--- config.mk ---
export PLATFORM = sky130hd
export DESIGN_NAME = mcto_threshold_outputs
export DESIGN_NICKNAME = d
export VERILOG_FILES = /design/src/mcto_pkg.sv /design/src/mcto_threshold_outputs.sv
export SDC_FILE = /design/constraint.sdc
export NUM_CORES = 1
export LEC_CHECK = 0
export BUFFER_PORTS_ARGS = -buffer_cell sky130_fd_sc_hd__buf_2
export CORE_MARGIN = 8
export CORE_UTILIZATION = 40
export CTS_CLUSTER_SIZE = 8
export DETAILED_ROUTE_END_ITERATION = 10
export PLACE_DENSITY = 0.65
export SLEW_MARGIN = 15
export SYNTH_ARGS = -nofsm -noshare
export SYNTH_HDL_FRONTEND = slang
export SYNTH_SLANG_ARGS = --single-unit
--- constraint.sdc ---
create_clock -name I_CLOCK -period 5.7 [get_ports I_CLOCK]
set_clock_uncertainty 0.05 [all_clocks]
set_input_delay 1.425 -clock I_CLOCK [delete_from_list [all_inputs] [get_ports I_CLOCK]]
set_output_delay 1.425 -clock I_CLOCK [all_outputs]
set_load 0.005 [all_outputs]
--- src/mcto_pkg.sv ---
`timescale 1ns/1ps
`default_nettype none

package mcto_pkg;
    // widths of stored thresholds and settle times
    localparam int THR_W  = 22;
    localparam int TIME_W = 17;
    localparam int TICK_W = 11;
    // threshold ranges and values after reset
    localparam logic [21:0] PE_THR_MAX  = 22'h27ffff; // 2 621 439 pulses
    localparam logic [21:0] VEL_THR_MAX = 22'h002710; // 10.000 rev/s in 0.001 units
    localparam logic [21:0] PCT_THR_MAX = 22'h002710; // 100.00 % in 0.01 units
    localparam logic [21:0] THR_RESET   = 22'h000000;
    localparam logic [16:0] TIME_RESET  = 17'h00000;
    // settle time range, 0.0 to 10 000.0 ms in 0.1 ms units
    localparam logic [16:0] SETTLE_TIME_MAX = 17'h186a0;
    // settle time unit and its length in clock cycles
    localparam int CLOCK_PERIOD_NS  = 50;
    localparam int SETTLE_UNIT_NS   = 100000;
    localparam int TICK_CYCLES      = SETTLE_UNIT_NS / CLOCK_PERIOD_NS;
    localparam logic [10:0] TICK_LAST = 11'(TICK_CYCLES - 1);
    // condition output indices
    localparam logic [2:0] IDX_PE_UNDER  = 3'h0;
    localparam logic [2:0] IDX_PE_OVER   = 3'h1;
    localparam logic [2:0] IDX_VEL_UNDER = 3'h2;
    localparam logic [2:0] IDX_VEL_OVER  = 3'h3;
    localparam logic [2:0] IDX_TRQ_UNDER = 3'h4;
    localparam logic [2:0] IDX_TRQ_OVER  = 3'h5;
    localparam logic [2:0] IDX_THM_UNDER = 3'h6;
    localparam logic [2:0] IDX_THM_OVER  = 3'h7;
    // thermal warning code and default trip level, 100.00 %
    localparam logic [7:0]  WARN_CODE_THERMAL = 8'ha3;
    localparam logic [7:0]  WARN_CODE_NONE    = 8'h00;
    localparam logic [13:0] THERM_WARN_LIMIT  = 14'h2710;
endpackage

module mcto_settle_filter #(
    parameter bit STRICT = 1'b1
) (
    input  wire logic        i_clock,
    input  wire logic        i_resetn,
    input  wire logic        i_cond,
    input  wire logic        i_tick,
    input  wire logic [16:0] i_time,
    output logic             o_met
);
    typedef struct packed {
        logic [16:0] held_reg;
    } mcto_filt_state_t;

    mcto_filt_state_t st_reg;
    mcto_filt_state_t st_next;
    logic             long_enough;

    // hold counter, cleared as soon as the condition drops
    always_comb begin
        st_next = st_reg;
        if (!i_cond) begin
            st_next.held_reg = mcto_pkg::TIME_RESET;
        end else if (i_tick && st_reg.held_reg <= mcto_pkg::SETTLE_TIME_MAX) begin
            // count one past the top time so a strict filter at the top still closes
            st_next.held_reg = st_reg.held_reg + 17'h00001;
        end
        if (STRICT) begin
            long_enough = st_reg.held_reg > i_time;
        end else begin
            long_enough = st_reg.held_reg >= i_time;
        end
        o_met = i_cond && (i_time == mcto_pkg::TIME_RESET || long_enough);
    end

    // state register
    always_ff @(posedge i_clock or negedge i_resetn) begin
        if (!i_resetn) begin
            st_reg <= '0;
        end else begin
            st_reg <= st_next;
        end
    end
endmodule

`default_nettype wire

--- src/mcto_threshold_outputs.sv ---
// Operation
// - pos-error under closes when |err| <= threshold
// - pos-error over closes when |err| >= threshold
// - under filter closes after held longer than time
// - over filter: held at least time, drops immediately
// - settle time set per output by edit
// - in-position forced open during command or loss
// - velocity under closes when |vel| <= threshold
// - velocity over closes when |vel| >= threshold
// - torque under closes when |torque| <= threshold
// - torque over closes when |torque| >= threshold
// - thermal under closes when load <= threshold
// - thermal over closes when load >= threshold
// - closed when met, open otherwise; I_OUTPUT_INVERT inverts all eight condition flags
// - all thresholds zero after reset
// - thermal load at or above the limit for one sample raises warning A3
`timescale 1ns/1ps
`default_nettype none

module mcto_threshold_outputs #(
    parameter logic [13:0] THERM_LIMIT = mcto_pkg::THERM_WARN_LIMIT
) (
    input  wire logic        I_CLOCK,
    input  wire logic        I_RESETN,
    input  wire logic [22:0] I_POS_ERR,
    input  wire logic [15:0] I_VELOCITY,
    input  wire logic [15:0] I_TORQUE_CMD,
    input  wire logic [13:0] I_THERMAL_LOAD,
    input  wire logic        I_THR_WR,
    input  wire logic [2:0]  I_THR_SEL,
    input  wire logic [21:0] I_THR_DATA,
    input  wire logic        I_EDIT_OUTPUT_CMD,
    input  wire logic [2:0]  I_EDIT_SEL,
    input  wire logic [16:0] I_SETTLE_FILTER_TIME,
    input  wire logic        I_OUTPUT_INVERT,
    input  wire logic        I_MOTION_CMD_ACTIVE,
    input  wire logic        I_TARGET_LOST,
    input  wire logic        I_IN_POSITION_RAW,
    input  wire logic        I_WARN_CLEAR,
    output logic             O_POS_ERR_UNDER_FLAG,
    output logic             O_POS_ERR_OVER_FLAG,
    output logic             O_VEL_UNDER_FLAG,
    output logic             O_VEL_OVER_FLAG,
    output logic             O_TORQUE_UNDER_FLAG,
    output logic             O_TORQUE_OVER_FLAG,
    output logic             O_THERMAL_UNDER_FLAG,
    output logic             O_THERMAL_OVER_FLAG,
    output logic             O_IN_POSITION_OUT,
    output logic             O_THERMAL_WARN,
    output logic [7:0]       O_WARN_CODE
);
    typedef struct packed {
        logic [7:0][21:0] thr_reg;
        logic [7:0][16:0] settle_reg;
        logic [10:0]      tick_reg;
        logic [7:0]       flag_reg;
        logic             in_pos_reg;
        logic             warn_reg;
        logic [7:0]       code_reg;
    } mcto_state_t;

    mcto_state_t st_reg;
    mcto_state_t st_next;
    logic        tick;
    logic [21:0] pe_abs;
    logic [21:0] vel_abs;
    logic [21:0] trq_abs;
    logic [21:0] thm_ext;
    logic [7:0]  raw_cond;
    logic [7:0]  met;

    // magnitude of a signed value, saturating at the top code
    function automatic logic [21:0] mcto_abs(input logic [22:0] v);
        logic [22:0] m;
        m = v[22] ? (~v + 23'h000001) : v;
        if (m[22]) begin
            return 22'h3fffff;
        end
        return m[21:0];
    endfunction

    // limit a threshold to the range of its quantity
    function automatic logic [21:0] mcto_clamp_thr(input logic [2:0] sel,
                                                   input logic [21:0] d);
        logic [21:0] lim;
        if (sel == mcto_pkg::IDX_PE_UNDER || sel == mcto_pkg::IDX_PE_OVER) begin
            lim = mcto_pkg::PE_THR_MAX;
        end else if (sel == mcto_pkg::IDX_VEL_UNDER || sel == mcto_pkg::IDX_VEL_OVER) begin
            lim = mcto_pkg::VEL_THR_MAX;
        end else begin
            lim = mcto_pkg::PCT_THR_MAX;
        end
        return (d > lim) ? lim : d;
    endfunction

    // magnitudes of the monitored quantities
    assign pe_abs  = mcto_abs(I_POS_ERR);
    assign vel_abs = mcto_abs({{7{I_VELOCITY[15]}}, I_VELOCITY});
    assign trq_abs = mcto_abs({{7{I_TORQUE_CMD[15]}}, I_TORQUE_CMD});
    assign thm_ext = {8'h00, I_THERMAL_LOAD};

    // raw threshold comparisons, every sample
    always_comb begin
        raw_cond[0] = pe_abs  <= st_reg.thr_reg[mcto_pkg::IDX_PE_UNDER];
        raw_cond[1] = pe_abs  >= st_reg.thr_reg[mcto_pkg::IDX_PE_OVER];
        raw_cond[2] = vel_abs <= st_reg.thr_reg[mcto_pkg::IDX_VEL_UNDER];
        raw_cond[3] = vel_abs >= st_reg.thr_reg[mcto_pkg::IDX_VEL_OVER];
        raw_cond[4] = trq_abs <= st_reg.thr_reg[mcto_pkg::IDX_TRQ_UNDER];
        raw_cond[5] = trq_abs >= st_reg.thr_reg[mcto_pkg::IDX_TRQ_OVER];
        raw_cond[6] = thm_ext <= st_reg.thr_reg[mcto_pkg::IDX_THM_UNDER];
        raw_cond[7] = thm_ext >= st_reg.thr_reg[mcto_pkg::IDX_THM_OVER];
    end

    // settle time unit strobe
    assign tick = st_reg.tick_reg == mcto_pkg::TICK_LAST;

    // one settle filter per condition output, under ones strict
    for (genvar g = 0; g < 8; g++) begin : g_filt
        mcto_settle_filter #(
            .STRICT ((g % 2) == 0)
        ) u_filt (
            .i_clock  (I_CLOCK),
            .i_resetn (I_RESETN),
            .i_cond   (raw_cond[g]),
            .i_tick   (tick),
            .i_time   (st_reg.settle_reg[g]),
            .o_met    (met[g])
        );
    end

    // next state: settings, output flags, warning
    always_comb begin
        st_next = st_reg;
        st_next.tick_reg = tick ? 11'h000 : st_reg.tick_reg + 11'h001;
        if (I_THR_WR) begin
            st_next.thr_reg[I_THR_SEL] = mcto_clamp_thr(I_THR_SEL, I_THR_DATA);
        end
        if (I_EDIT_OUTPUT_CMD) begin
            st_next.settle_reg[I_EDIT_SEL] = (I_SETTLE_FILTER_TIME > mcto_pkg::SETTLE_TIME_MAX)
                ? mcto_pkg::SETTLE_TIME_MAX : I_SETTLE_FILTER_TIME;
        end
        st_next.flag_reg   = met ^ {8{I_OUTPUT_INVERT}};
        st_next.in_pos_reg = I_IN_POSITION_RAW && !I_MOTION_CMD_ACTIVE
                             && !I_TARGET_LOST;
        // set beats clear
        st_next.warn_reg = (I_THERMAL_LOAD >= THERM_LIMIT)
                           || (st_reg.warn_reg && !I_WARN_CLEAR);
        st_next.code_reg = st_next.warn_reg ? mcto_pkg::WARN_CODE_THERMAL
                                            : mcto_pkg::WARN_CODE_NONE;
    end

    // state register, thresholds and times zero at reset
    always_ff @(posedge I_CLOCK or negedge I_RESETN) begin
        if (!I_RESETN) begin
            st_reg <= '0;
        end else begin
            st_reg <= st_next;
        end
    end

    // outputs straight from flip-flops
    assign O_POS_ERR_UNDER_FLAG = st_reg.flag_reg[0];
    assign O_POS_ERR_OVER_FLAG  = st_reg.flag_reg[1];
    assign O_VEL_UNDER_FLAG     = st_reg.flag_reg[2];
    assign O_VEL_OVER_FLAG      = st_reg.flag_reg[3];
    assign O_TORQUE_UNDER_FLAG  = st_reg.flag_reg[4];
    assign O_TORQUE_OVER_FLAG   = st_reg.flag_reg[5];
    assign O_THERMAL_UNDER_FLAG = st_reg.flag_reg[6];
    assign O_THERMAL_OVER_FLAG  = st_reg.flag_reg[7];
    assign O_IN_POSITION_OUT    = st_reg.in_pos_reg;
    assign O_THERMAL_WARN       = st_reg.warn_reg;
    assign O_WARN_CODE          = st_reg.code_reg;

    // checks on the outputs, settings and settle tick
    property p_pe_under;
        @(posedge I_CLOCK) disable iff (!I_RESETN)
        (st_reg.settle_reg[0] == 17'h00000 && !I_OUTPUT_INVERT)
            |=> O_POS_ERR_UNDER_FLAG == $past(raw_cond[0]);
    endproperty
    a_pe_under: assert property (p_pe_under) else $error("pos under flag wrong");

    property p_pe_over;
        @(posedge I_CLOCK) disable iff (!I_RESETN)
        (st_reg.settle_reg[1] == 17'h00000 && !I_OUTPUT_INVERT && raw_cond[1])
            |=> O_POS_ERR_OVER_FLAG;
    endproperty
    a_pe_over: assert property (p_pe_over) else $error("pos over flag not closed");

    property p_under_waits;
        @(posedge I_CLOCK) disable iff (!I_RESETN)
        (raw_cond[0] && !$past(raw_cond[0]) && st_reg.settle_reg[0] != 17'h00000
         && !I_OUTPUT_INVERT) |=> !O_POS_ERR_UNDER_FLAG;
    endproperty
    a_under_waits: assert property (p_under_waits) else $error("under closed early");

    property p_over_drops;
        @(posedge I_CLOCK) disable iff (!I_RESETN)
        (!raw_cond[1] && !I_OUTPUT_INVERT) |=> !O_POS_ERR_OVER_FLAG;
    endproperty
    a_over_drops: assert property (p_over_drops) else $error("over flag stayed closed");

    property p_over_waits;
        @(posedge I_CLOCK) disable iff (!I_RESETN)
        (raw_cond[1] && !$past(raw_cond[1]) && st_reg.settle_reg[1] != 17'h00000
         && !I_OUTPUT_INVERT) |=> !O_POS_ERR_OVER_FLAG;
    endproperty
    a_over_waits: assert property (p_over_waits) else $error("over closed early");

    property p_edit;
        @(posedge I_CLOCK) disable iff (!I_RESETN)
        (I_EDIT_OUTPUT_CMD && I_SETTLE_FILTER_TIME <= mcto_pkg::SETTLE_TIME_MAX)
            |=> st_reg.settle_reg[$past(I_EDIT_SEL)] == $past(I_SETTLE_FILTER_TIME);
    endproperty
    a_edit: assert property (p_edit) else $error("settle time not stored");

    property p_inpos_forced;
        @(posedge I_CLOCK) disable iff (!I_RESETN)
        (I_MOTION_CMD_ACTIVE || I_TARGET_LOST) |=> !O_IN_POSITION_OUT;
    endproperty
    a_inpos_forced: assert property (p_inpos_forced) else $error("in-position not open");

    property p_vel;
        @(posedge I_CLOCK) disable iff (!I_RESETN)
        (st_reg.settle_reg[2] == 17'h00000 && st_reg.settle_reg[3] == 17'h00000
         && !I_OUTPUT_INVERT) |=> {O_VEL_OVER_FLAG, O_VEL_UNDER_FLAG} == $past(raw_cond[3:2]);
    endproperty
    a_vel: assert property (p_vel) else $error("velocity flags wrong");

    property p_trq;
        @(posedge I_CLOCK) disable iff (!I_RESETN)
        (st_reg.settle_reg[4] == 17'h00000 && !I_OUTPUT_INVERT && trq_abs == 22'h000000)
            |=> O_TORQUE_UNDER_FLAG;
    endproperty
    a_trq: assert property (p_trq) else $error("torque under open at zero");

    property p_trq_over;
        @(posedge I_CLOCK) disable iff (!I_RESETN)
        (st_reg.settle_reg[5] == 17'h00000 && !I_OUTPUT_INVERT)
            |=> O_TORQUE_OVER_FLAG == $past(raw_cond[5]);
    endproperty
    a_trq_over: assert property (p_trq_over) else $error("torque over flag wrong");

    property p_thm;
        @(posedge I_CLOCK) disable iff (!I_RESETN)
        (st_reg.settle_reg[6] == 17'h00000 && st_reg.settle_reg[7] == 17'h00000
         && !I_OUTPUT_INVERT) |=> {O_THERMAL_OVER_FLAG, O_THERMAL_UNDER_FLAG}
                                  == $past(raw_cond[7:6]);
    endproperty
    a_thm: assert property (p_thm) else $error("thermal flags wrong");

    property p_invert;
        @(posedge I_CLOCK) disable iff (!I_RESETN)
        I_OUTPUT_INVERT |=> O_VEL_UNDER_FLAG == !$past(met[2]);
    endproperty
    a_invert: assert property (p_invert) else $error("polarity not applied");

    property p_reset_thr;
        @(posedge I_CLOCK) disable iff (!I_RESETN)
        $rose(I_RESETN) |-> st_reg.thr_reg == '0 && st_reg.settle_reg == '0;
    endproperty
    a_reset_thr: assert property (p_reset_thr) else $error("threshold not zero");

    property p_warn;
        @(posedge I_CLOCK) disable iff (!I_RESETN)
        (I_THERMAL_LOAD >= THERM_LIMIT) |=> O_THERMAL_WARN
            && O_WARN_CODE == mcto_pkg::WARN_CODE_THERMAL;
    endproperty
    a_warn: assert property (p_warn) else $error("thermal warning missing");

    property p_tick;
        @(posedge I_CLOCK) disable iff (!I_RESETN)
        tick |=> !tick [*8];
    endproperty
    a_tick: assert property (p_tick) else $error("settle tick too frequent");

    // main scenarios
    c_under_filtered: cover property (@(posedge I_CLOCK) disable iff (!I_RESETN)
        st_reg.settle_reg[0] != 17'h00000 && $rose(O_POS_ERR_UNDER_FLAG));
    c_inpos_forced: cover property (@(posedge I_CLOCK) disable iff (!I_RESETN)
        I_IN_POSITION_RAW && I_MOTION_CMD_ACTIVE);
    c_warn_clear: cover property (@(posedge I_CLOCK) disable iff (!I_RESETN)
        $fell(O_THERMAL_WARN));
    c_over_filtered: cover property (@(posedge I_CLOCK) disable iff (!I_RESETN)
        st_reg.settle_reg[1] != 17'h00000 && $fell(O_POS_ERR_OVER_FLAG));
endmodule

`default_nettype wire

==> run_summary.xml, run 1 <==
<?xml version="1.0" encoding="UTF-8"?>
<metrics>
  <group name="power">
    <metric name="pwr_density_cell" unit="nW/µm²">316</metric>
    <metric name="leakage" unit="nW">15.7</metric>
    <metric name="sw_frac_of_total" unit="">0.312</metric>
    <metric name="power.ir.vdd_worst" unit="V">0.000209</metric>
    <metric name="power_frac_seq" unit="">0.409</metric>
    <metric name="power.share.combinational" unit="">0.230</metric>
    <metric name="finalPower" unit="mW">10.3</metric>
    <metric name="power.net_switching" unit="mW">3.22</metric>
    <metric name="power.clock.fraction" unit="">0.361</metric>
    <metric name="cell_internal_pwr" unit="mW">7.11</metric>
  </group>
  <group name="die">
    <metric name="num_rows" unit="">98</metric>
    <metric name="io_pins" unit="">141</metric>
    <metric name="dieArea" unit="µm²">81400</metric>
    <metric name="initial_core_util" unit="">0.405</metric>
    <metric name="fp.coreArea" unit="µm²">71600</metric>
    <metric name="die_width" unit="µm">285</metric>
    <metric name="die_y" unit="µm">285</metric>
  </group>
  <group name="worst_setup_path">
    <metric name="r2r.worst_path.cells" unit="">8</metric>
    <metric name="end_kind" unit="">flip-flop</metric>
    <metric name="crit_end" unit="">g_filt[0].u_filt.st_reg[15]$_DFFE_PN0P_</metric>
    <metric name="critical_path_launch_point" unit="">I_POS_ERR[6]</metric>
    <metric name="critical_path.reg2reg.endpoint" unit="">g_filt[4].u_filt.st_reg[12]$_DFFE_PN0P_</metric>
    <metric name="internal_reg_to_reg_setup_slack" unit="ns">2.65</metric>
    <metric name="cp_data_arrival_time" unit="ns">5.08</metric>
    <metric name="critPathKind" unit="">input pin to flip-flop</metric>
    <metric name="regToRegStartpoint" unit="">st_reg[18]$_DFF_PN0_</metric>
    <metric name="start_kind" unit="">input pin</metric>
    <metric name="worstPathMaxFanout" unit="">17</metric>
    <metric name="worstPathRequired" unit="ns">6.11</metric>
  </group>
  <group name="routing">
    <metric name="route.detailed.wl_per_inst" unit="µm">17.5</metric>
    <metric name="drc" unit="">0</metric>
    <metric name="detail_route.first_pass.iterations" unit="">5</metric>
    <metric name="final_antenna_net_count" unit="">0</metric>
    <metric name="detail_route.iter0.violations" unit="">1514</metric>
    <metric name="detailroute.via_count" unit="">23200</metric>
    <metric name="drt-vias-per-instance" unit="">5.33</metric>
    <metric name="drt_wl_total" unit="mm">76.4</metric>
  </group>
  <group name="sta">
    <metric name="fin_crit" unit="ns">4.67</metric>
    <metric name="setup_viol_count_final" unit="">0</metric>
    <metric name="timing_worst_slew_pin_value" unit="ns">1.18</metric>
    <metric name="finalCritPeriodShare" unit="">0.820</metric>
    <metric name="setup_total_negative_slack" unit="ns">0</metric>
    <metric name="fin_hold_ws" unit="ns">0.417</metric>
    <metric name="hold_violations" unit="">0</metric>
    <metric name="worst_slack" unit="ns">1.03</metric>
    <metric name="slew-limit-headroom" unit="">0.212</metric>
    <metric name="maxClockFrequency" unit="GHz">0.214</metric>
    <metric name="report.final.slew_viol_count" unit="">0</metric>
    <metric name="grt_setup_unrepaired" unit="">no</metric>
  </group>
  <group name="synthesis">
    <metric name="ys_ff_latch" unit="">469</metric>
    <metric name="ys_types" unit="">77</metric>
    <metric name="synth_commonest_cells" unit="">dfrtp_1, nor2_1, inv_1</metric>
    <metric name="post-synth-top-area-cell" unit="">dfrtp_1</metric>
    <metric name="synth_area_leaders" unit="">dfrtp_1, ha_1, nor2_1</metric>
    <metric name="yosysWarnings" unit="">0</metric>
    <metric name="post-synth-top-count-cell" unit="">dfrtp_1</metric>
    <metric name="synthArstFlopShare" unit="">1.00</metric>
    <metric name="synth.top_cell.area_share" unit="">0.405</metric>
    <metric name="gate_count_post_synth" unit="">3254</metric>
    <metric name="register_area_share_after_synthesis" unit="">0.405</metric>
    <metric name="synth_flop_type" unit="">dfrtp_1</metric>
    <metric name="synth_edf_count" unit="">0</metric>
    <metric name="synth_area_per_cell" unit="µm²">8.92</metric>
    <metric name="synthesis.area" unit="µm²">29000</metric>
  </group>
  <group name="place">
    <metric name="dp_hpwl" unit="mm">54.9</metric>
    <metric name="place_congestion" unit="">0.906</metric>
    <metric name="dp_slack" unit="ns">0.384</metric>
    <metric name="place.port_buffers" unit="">136</metric>
  </group>
  <group name="cts">
    <metric name="cts_tree" unit="">yes</metric>
    <metric name="clkSinkCount" unit="">469</metric>
    <metric name="htree_levels" unit="">3</metric>
    <metric name="clock_path_buffers" unit="">3</metric>
    <metric name="cts_clock_pin_slew_for_the_worst_setup_and_hold_paths" unit="ns">0.05</metric>
    <metric name="cts_setup_buffers" unit="">0</metric>
    <metric name="clock_insertion_delay_worst_skew" unit="ns">0.59</metric>
    <metric name="cts-root-buf" unit="">clkbuf_16</metric>
    <metric name="post_cts_repair_resize_count" unit="">0</metric>
    <metric name="number_of_cts_inserted_buffers" unit="">69</metric>
    <metric name="cts_hold_repair.buffers" unit="">0</metric>
  </group>
  <group name="hold_path">
    <metric name="holdCritPathClass" unit="">flip-flop to flip-flop</metric>
  </group>
  <group name="finish">
    <metric name="seqCellArea" unit="µm²">11700</metric>
    <metric name="fillCellCount" unit="">6927</metric>
    <metric name="largest_register_ff_count" unit="">323</metric>
    <metric name="ratio_of_cells_with_drive_above_1_in_the_final_layout" unit="">0.0881</metric>
    <metric name="area_growth" unit="%">12.7</metric>
    <metric name="multiInputGateArea" unit="µm²">15500</metric>
    <metric name="final_net_count" unit="">3848</metric>
  </group>
  <group name="grt">
    <metric name="antenna_violations_before_repair" unit="">7</metric>
    <metric name="groute.usage.overall" unit="">0.186</metric>
    <metric name="wire_length_of_the_first_global_routing_pass" unit="mm">124</metric>
    <metric name="vias_in_the_first_global_route" unit="">22900</metric>
    <metric name="grt_start_max_net_pins" unit="">101</metric>
    <metric name="grt_overflow_total" unit="">0</metric>
  </group>
  <group name="run">
    <metric name="max_cap_violations" unit="">0</metric>
  </group>
  <group name="outcome">
    <metric name="run_status" unit="">completed</metric>
  </group>
</metrics>
-- cell usage in the layout (no fill, tap or decap), types with 6 or more instances in the layout --
cell type / count
nand3b_1: 6
a31oi_1: 11
and3_1: 19
xor2_1: 89
ha_1: 331
nor3_1: 63
o21ai_0: 191
a21oi_1: 143
o41ai_1: 9
a211o_1: 19
o21a_1: 6
clkbuf_16: 72
conb_1: 28
a21o_1: 58
xnor2_1: 72
a211oi_1: 107
or4_1: 10
inv_1: 339
o31ai_1: 18
dfrtp_1: 469
buf_2: 135
nand3_1: 85
nand2b_1: 19
nor4_1: 52
nor2b_1: 21
buf_4: 33
nor2_1: 347
or3_1: 25
mux2_2: 17
nand2_1: 335
and4_1: 18
a221o_1: 6
o211ai_1: 54
nand4_1: 89
-- how the worst min path moves through the flow --
stage                           startpoint                      to  slack (ns)  depth (start not counted)
CTS                   st_reg[18]$_DFF_PN0_    st_reg[18]$_DFF_PN0_        0.42                          1
global route        st_reg[64]$_DFFE_PN0P_  st_reg[64]$_DFFE_PN0P_        0.44                          2
detailed placement    st_reg[18]$_DFF_PN0_    st_reg[18]$_DFF_PN0_        0.41                          1
floorplan             st_reg[18]$_DFF_PN0_    st_reg[18]$_DFF_PN0_        0.38                          1
global placement      st_reg[18]$_DFF_PN0_    st_reg[18]$_DFF_PN0_        0.40                          1
finish                st_reg[18]$_DFF_PN0_    st_reg[18]$_DFF_PN0_        0.42                          1
-- layer usage --
layer  wire, µm  global-route usage  part of all wire  up-vias
li1           -                   -                 -    11600
met3       3760              0.0283             0.049      149
met2      34500               0.296              0.45      432
met4       2410              0.0698             0.031        2
met1      35600               0.255              0.47    11100
met5         13                   0           0.00017        -
-- final cells by class --
cell class,instances,area share
clock buffers,80,0.0570
diodes,3,0.000230
multi-input cells,2340,0.476
flip-flops and latches,469,0.359
clock inverters,4,0.00130
well taps,950,0.0364
inverters,341,0.0392
repair buffers,173,0.0312
-- cell families after synthesis --
family | count (synthesis) | synth area share
mux | 22 | 0.00832
flops | 469 | 0.405
fa+ha+maj | 331 | 0.143
simple gates | 1128 | 0.184
xor+xnor | 161 | 0.0486
compound gates | 670 | 0.148
other cells | 1 | 0.000129
buf+inv | 472 | 0.0639
-- worst max-delay path: stages --
cell	delay (ns)
buf_2	0.12
or4_1	0.53
nor3_1	0.24
nand3_1	0.23
or3_1	0.37
nand2b_1	0.15
a21oi_1	0.14
a31oi_1	0.07
ha_1	0.34
nand3_1	0.13
nor4_1	0.40
nand2_1	0.13
o211ai_1	0.22
o32a_1	0.27
buf_4	0.26
nor2_1	0.08
-- metrics by stage --
step | instances | util | cell area, µm²
floorplan | 3281 | - | 29100
CTS | 4357 | 0.456 | 32700
global route | 4359 | 0.456 | 32700
finish | 4360 | 0.456 | 32700
detailed placement | 4273 | 0.430 | 30800
global placement | 4273 | 0.430 | 30800
-- power groups by stage --
stage               registers (mW)  clock network (mW)  logic, mW
floorplan                     4.15                   0       1.70
global placement              4.25                   0       2.31
detailed placement            4.27                   0       2.38
CTS                           4.22                3.82       2.40
global route                  4.29                3.96       2.76
finish                        4.23                3.73       2.38
(Power assumes the default switching activity.)
==> inputs of run 2 (changes only) <==
==> constraint.sdc (replaced) <==
create_clock -name I_CLOCK -period 4.4 [get_ports I_CLOCK]
set_clock_uncertainty 0.05 [all_clocks]
set_input_delay 1.1 -clock I_CLOCK [delete_from_list [all_inputs] [get_ports I_CLOCK]]
set_output_delay 1.1 -clock I_CLOCK [all_outputs]
set_load 0.005 [all_outputs]
==> run 2 against run 1 <==
Compared with the run above:
- non-clock buffer count is 87 higher
- sequential share of layout area is 0.77 points lower
- largest cell class unchanged
- combinational power up 37%
- core utilization is 1.0 points higher
- clock power up 28%
- wire length up 0.62%
- final cell count up 1.9%
- via count is 1.3% higher
- die area is the same
==> run_summary.xml, run 2 (same netlist as run 1, synthesis figures left out) <==
<?xml version="1.0" encoding="UTF-8"?>
<metrics>
  <group name="die">
    <metric name="die_width" unit="µm">285</metric>
    <metric name="io_pins" unit="">141</metric>
    <metric name="die_y" unit="µm">285</metric>
    <metric name="dieArea" unit="µm²">81400</metric>
    <metric name="initial_core_util" unit="">0.405</metric>
    <metric name="num_rows" unit="">98</metric>
    <metric name="fp.coreArea" unit="µm²">71600</metric>
  </group>
  <group name="sta">
    <metric name="report.final.slew_viol_count" unit="">0</metric>
    <metric name="fin_crit" unit="ns">4.00</metric>
    <metric name="timing_worst_slew_pin_value" unit="ns">1.04</metric>
    <metric name="maxClockFrequency" unit="GHz">0.250</metric>
    <metric name="setup_viol_count_final" unit="">0</metric>
    <metric name="grt_setup_unrepaired" unit="">no</metric>
    <metric name="fin_hold_ws" unit="ns">0.419</metric>
    <metric name="slew-limit-headroom" unit="">0.303</metric>
    <metric name="finalCritPeriodShare" unit="">0.910</metric>
    <metric name="hold_violations" unit="">0</metric>
  </group>
  <group name="grt">
    <metric name="grt_overflow_total" unit="">0</metric>
    <metric name="antenna_violations_before_repair" unit="">1</metric>
    <metric name="grt_start_max_net_pins" unit="">109</metric>
    <metric name="wire_length_of_the_first_global_routing_pass" unit="mm">125</metric>
    <metric name="top_usage_layer_grt" unit="">met2</metric>
    <metric name="vias_in_the_first_global_route" unit="">23000</metric>
    <metric name="grt.met3_usage" unit="">0.0217</metric>
    <metric name="grt_util_met2" unit="">0.301</metric>
    <metric name="globalRouteMet1Util" unit="">0.264</metric>
    <metric name="groute.usage.overall" unit="">0.187</metric>
  </group>
  <group name="place">
    <metric name="place_congestion" unit="">0.876</metric>
    <metric name="place.port_buffers" unit="">136</metric>
    <metric name="dp_hpwl" unit="mm">55.0</metric>
    <metric name="dpl.cell_count" unit="">4360</metric>
  </group>
  <group name="power">
    <metric name="power.ir.vdd_worst" unit="V">0.000270</metric>
    <metric name="pwr_density_cell" unit="nW/µm²">404</metric>
    <metric name="power.clock.fraction" unit="">0.354</metric>
    <metric name="power.share.combinational" unit="">0.241</metric>
    <metric name="power_frac_seq" unit="">0.405</metric>
    <metric name="leakage" unit="nW">16.1</metric>
    <metric name="finalPower" unit="mW">13.5</metric>
    <metric name="cell_internal_pwr" unit="mW">9.36</metric>
    <metric name="power.net_switching" unit="mW">4.15</metric>
    <metric name="sw_frac_of_total" unit="">0.307</metric>
  </group>
  <group name="finish">
    <metric name="fillCellCount" unit="">6844</metric>
    <metric name="area_growth" unit="%">15.1</metric>
    <metric name="ratio_of_cells_with_drive_above_1_in_the_final_layout" unit="">0.111</metric>
    <metric name="most-common-layout-cells" unit="">dfrtp_1, nor2_1, inv_1, nand2_1, ha_1</metric>
    <metric name="layoutNonFillerInstCount" unit="">4443</metric>
    <metric name="largest_register_ff_count" unit="">323</metric>
    <metric name="final_common_cell" unit="">dfrtp_1</metric>
    <metric name="final_net_count" unit="">3935</metric>
    <metric name="utilization" unit="">0.466</metric>
  </group>
  <group name="routing">
    <metric name="detail_route.iter0.violations" unit="">1619</metric>
    <metric name="route.detailed.wl_per_inst" unit="µm">17.3</metric>
    <metric name="drt_wl_total" unit="mm">76.8</metric>
    <metric name="final_antenna_net_count" unit="">0</metric>
    <metric name="detail_route.first_pass.iterations" unit="">5</metric>
    <metric name="detailroute.via_count" unit="">23600</metric>
    <metric name="drt-vias-per-instance" unit="">5.30</metric>
    <metric name="drc" unit="">0</metric>
  </group>
  <group name="worst_setup_path">
    <metric name="internal_reg_to_reg_setup_slack" unit="ns">1.39</metric>
    <metric name="regToRegStartpoint" unit="">st_reg[18]$_DFF_PN0_</metric>
    <metric name="crit_top_cell" unit="">nand2_1</metric>
    <metric name="critPathSlowestCell" unit="">or4_1</metric>
    <metric name="critical_path.reg2reg.endpoint" unit="">g_filt[4].u_filt.st_reg[12]$_DFFE_PN0P_</metric>
    <metric name="critical-path-max-stage-delay" unit="ns">0.53</metric>
    <metric name="critPathKind" unit="">input pin to flip-flop</metric>
    <metric name="ordered_cell_list_for_the_critical_path" unit="">buf_2, or4_1, nor3_1, nand3_1, buf_4, o41ai_1, xor2_1, nand2_1, ha_1, nand2_1, nor4_2, nand2_1, o211ai_1, o32a_1, buf_4, nor2_1</metric>
    <metric name="worstPathMaxFanout" unit="">17</metric>
    <metric name="r2r.worst_path.cells" unit="">8</metric>
    <metric name="worstPathRequired" unit="ns">4.80</metric>
    <metric name="start_kind" unit="">input pin</metric>
    <metric name="end_kind" unit="">flip-flop</metric>
    <metric name="cp_data_arrival_time" unit="ns">4.41</metric>
  </group>
  <group name="hold_path">
    <metric name="min_delay_path_depth" unit="">1</metric>
    <metric name="worst_hold_startpoint" unit="">st_reg[18]$_DFF_PN0_</metric>
    <metric name="whs_endpoint" unit="">st_reg[18]$_DFF_PN0_</metric>
    <metric name="holdCritPathClass" unit="">flip-flop to flip-flop</metric>
  </group>
  <group name="outcome">
    <metric name="run_status" unit="">completed</metric>
  </group>
  <group name="cts">
    <metric name="cts_hold_repair.buffers" unit="">0</metric>
    <metric name="cts_tree" unit="">yes</metric>
    <metric name="clock_insertion_delay_worst_skew" unit="ns">0.58</metric>
    <metric name="number_of_cts_inserted_buffers" unit="">69</metric>
    <metric name="clkSinkCount" unit="">469</metric>
    <metric name="clock_path_buffers" unit="">3</metric>
    <metric name="htree_levels" unit="">3</metric>
    <metric name="cts-root-buf" unit="">clkbuf_16</metric>
    <metric name="cts_setup_buffers" unit="">0</metric>
    <metric name="post_cts_repair_resize_count" unit="">0</metric>
    <metric name="cts_clock_pin_slew_for_the_worst_setup_and_hold_paths" unit="ns">0.05</metric>
  </group>
  <group name="run">
    <metric name="max_cap_violations" unit="">0</metric>
  </group>
</metrics>
[run 2: cell types whose count changed in the layout (fill, tap and decap cells not counted), moves of 2 or more]
| cell | previous run | this run |
|---|---|---|
| inv_6 | 3 | 0 |
| buf_4 | 33 | 114 |
| diode_2 | 3 | 1 |
| nand2_1 | 335 | 333 |
| buf_12 | 4 | 10 |
| nand2_2 | 0 | 2 |
| clkbuf_1 | 5 | 7 |
[run 2: metal layers]
metal	wire, µm	share of wire
met1	36800	0.48
met2	35200	0.46
met3	3150	0.041
met4	1600	0.021
met5	0	0
[run 2: worst max path at each step]
stage / start / end / slack (ns) / depth (start not counted)
after detailed placement: I_POS_ERR[6] / g_filt[0].u_filt.st_reg[6]$_DFFE_PN0P_ / -0.31 / 16
after floorplan: I_POS_ERR[16] / O_POS_ERR_UNDER_FLAG$_DFF_PN0_ / 0.009 / 14
after global placement: I_POS_ERR[6] / g_filt[0].u_filt.st_reg[15]$_DFFE_PN0P_ / -0.28 / 16
final: I_POS_ERR[6] / g_filt[0].u_filt.st_reg[12]$_DFFE_PN0P_ / 0.40 / 16
after CTS: I_POS_ERR[6] / g_filt[0].u_filt.st_reg[12]$_DFFE_PN0P_ / 0.30 / 16
after global routing: I_POS_ERR[6] / g_filt[0].u_filt.st_reg[12]$_DFFE_PN0P_ / 0.01 / 16
[run 2: through the flow]
step / setup WS [ns] / area (µm²) / TNS [ns]
after global routing: 0.00955 / 33400 / 0
after global placement: -0.284 / 31500 / -8.32
after floorplan: 0.00901 / 29100 / 0
final: 0.395 / 33400 / 0
after detailed placement: -0.306 / 31500 / -10.28
after CTS: 0.297 / 33400 / 0
[run 2: cell type report]
| type | count | area (µm²) | area share |
|---|---|---|---|
| Clock buffer | 82 | 1880 | 0.0563 |
| Timing Repair Buffer | 260 | 1750 | 0.0523 |
| Inverter | 341 | 1280 | 0.0383 |
| Tap cell | 950 | 1190 | 0.0356 |
| Antenna cell | 1 | 2.50 | 0.0000749 |
| Sequential cell | 469 | 11700 | 0.351 |
| Multi-Input combinational cell | 2340 | 15600 | 0.466 |
[run 2: power groups by stage]
stage                     clock network (mW)  logic (mW)  registers, mW
final                                   4.78        3.26           5.47
after global placement                     0        3.17           5.51
after CTS                               4.91        3.28           5.46
after floorplan                            0        2.20           5.38
after detailed placement                   0        3.26           5.52
after global routing                    5.09        3.76           5.55
[run 2: critical path: cells and delay by family]
family,cells,cell delay [ns]
AND/OR/NAND/NOR,8,1.56
AO/OA/AOI/OAI,3,0.73
buffers and inverters,3,0.52
adder cells (fa/ha/maj),1,0.30
XOR/XNOR,1,0.19
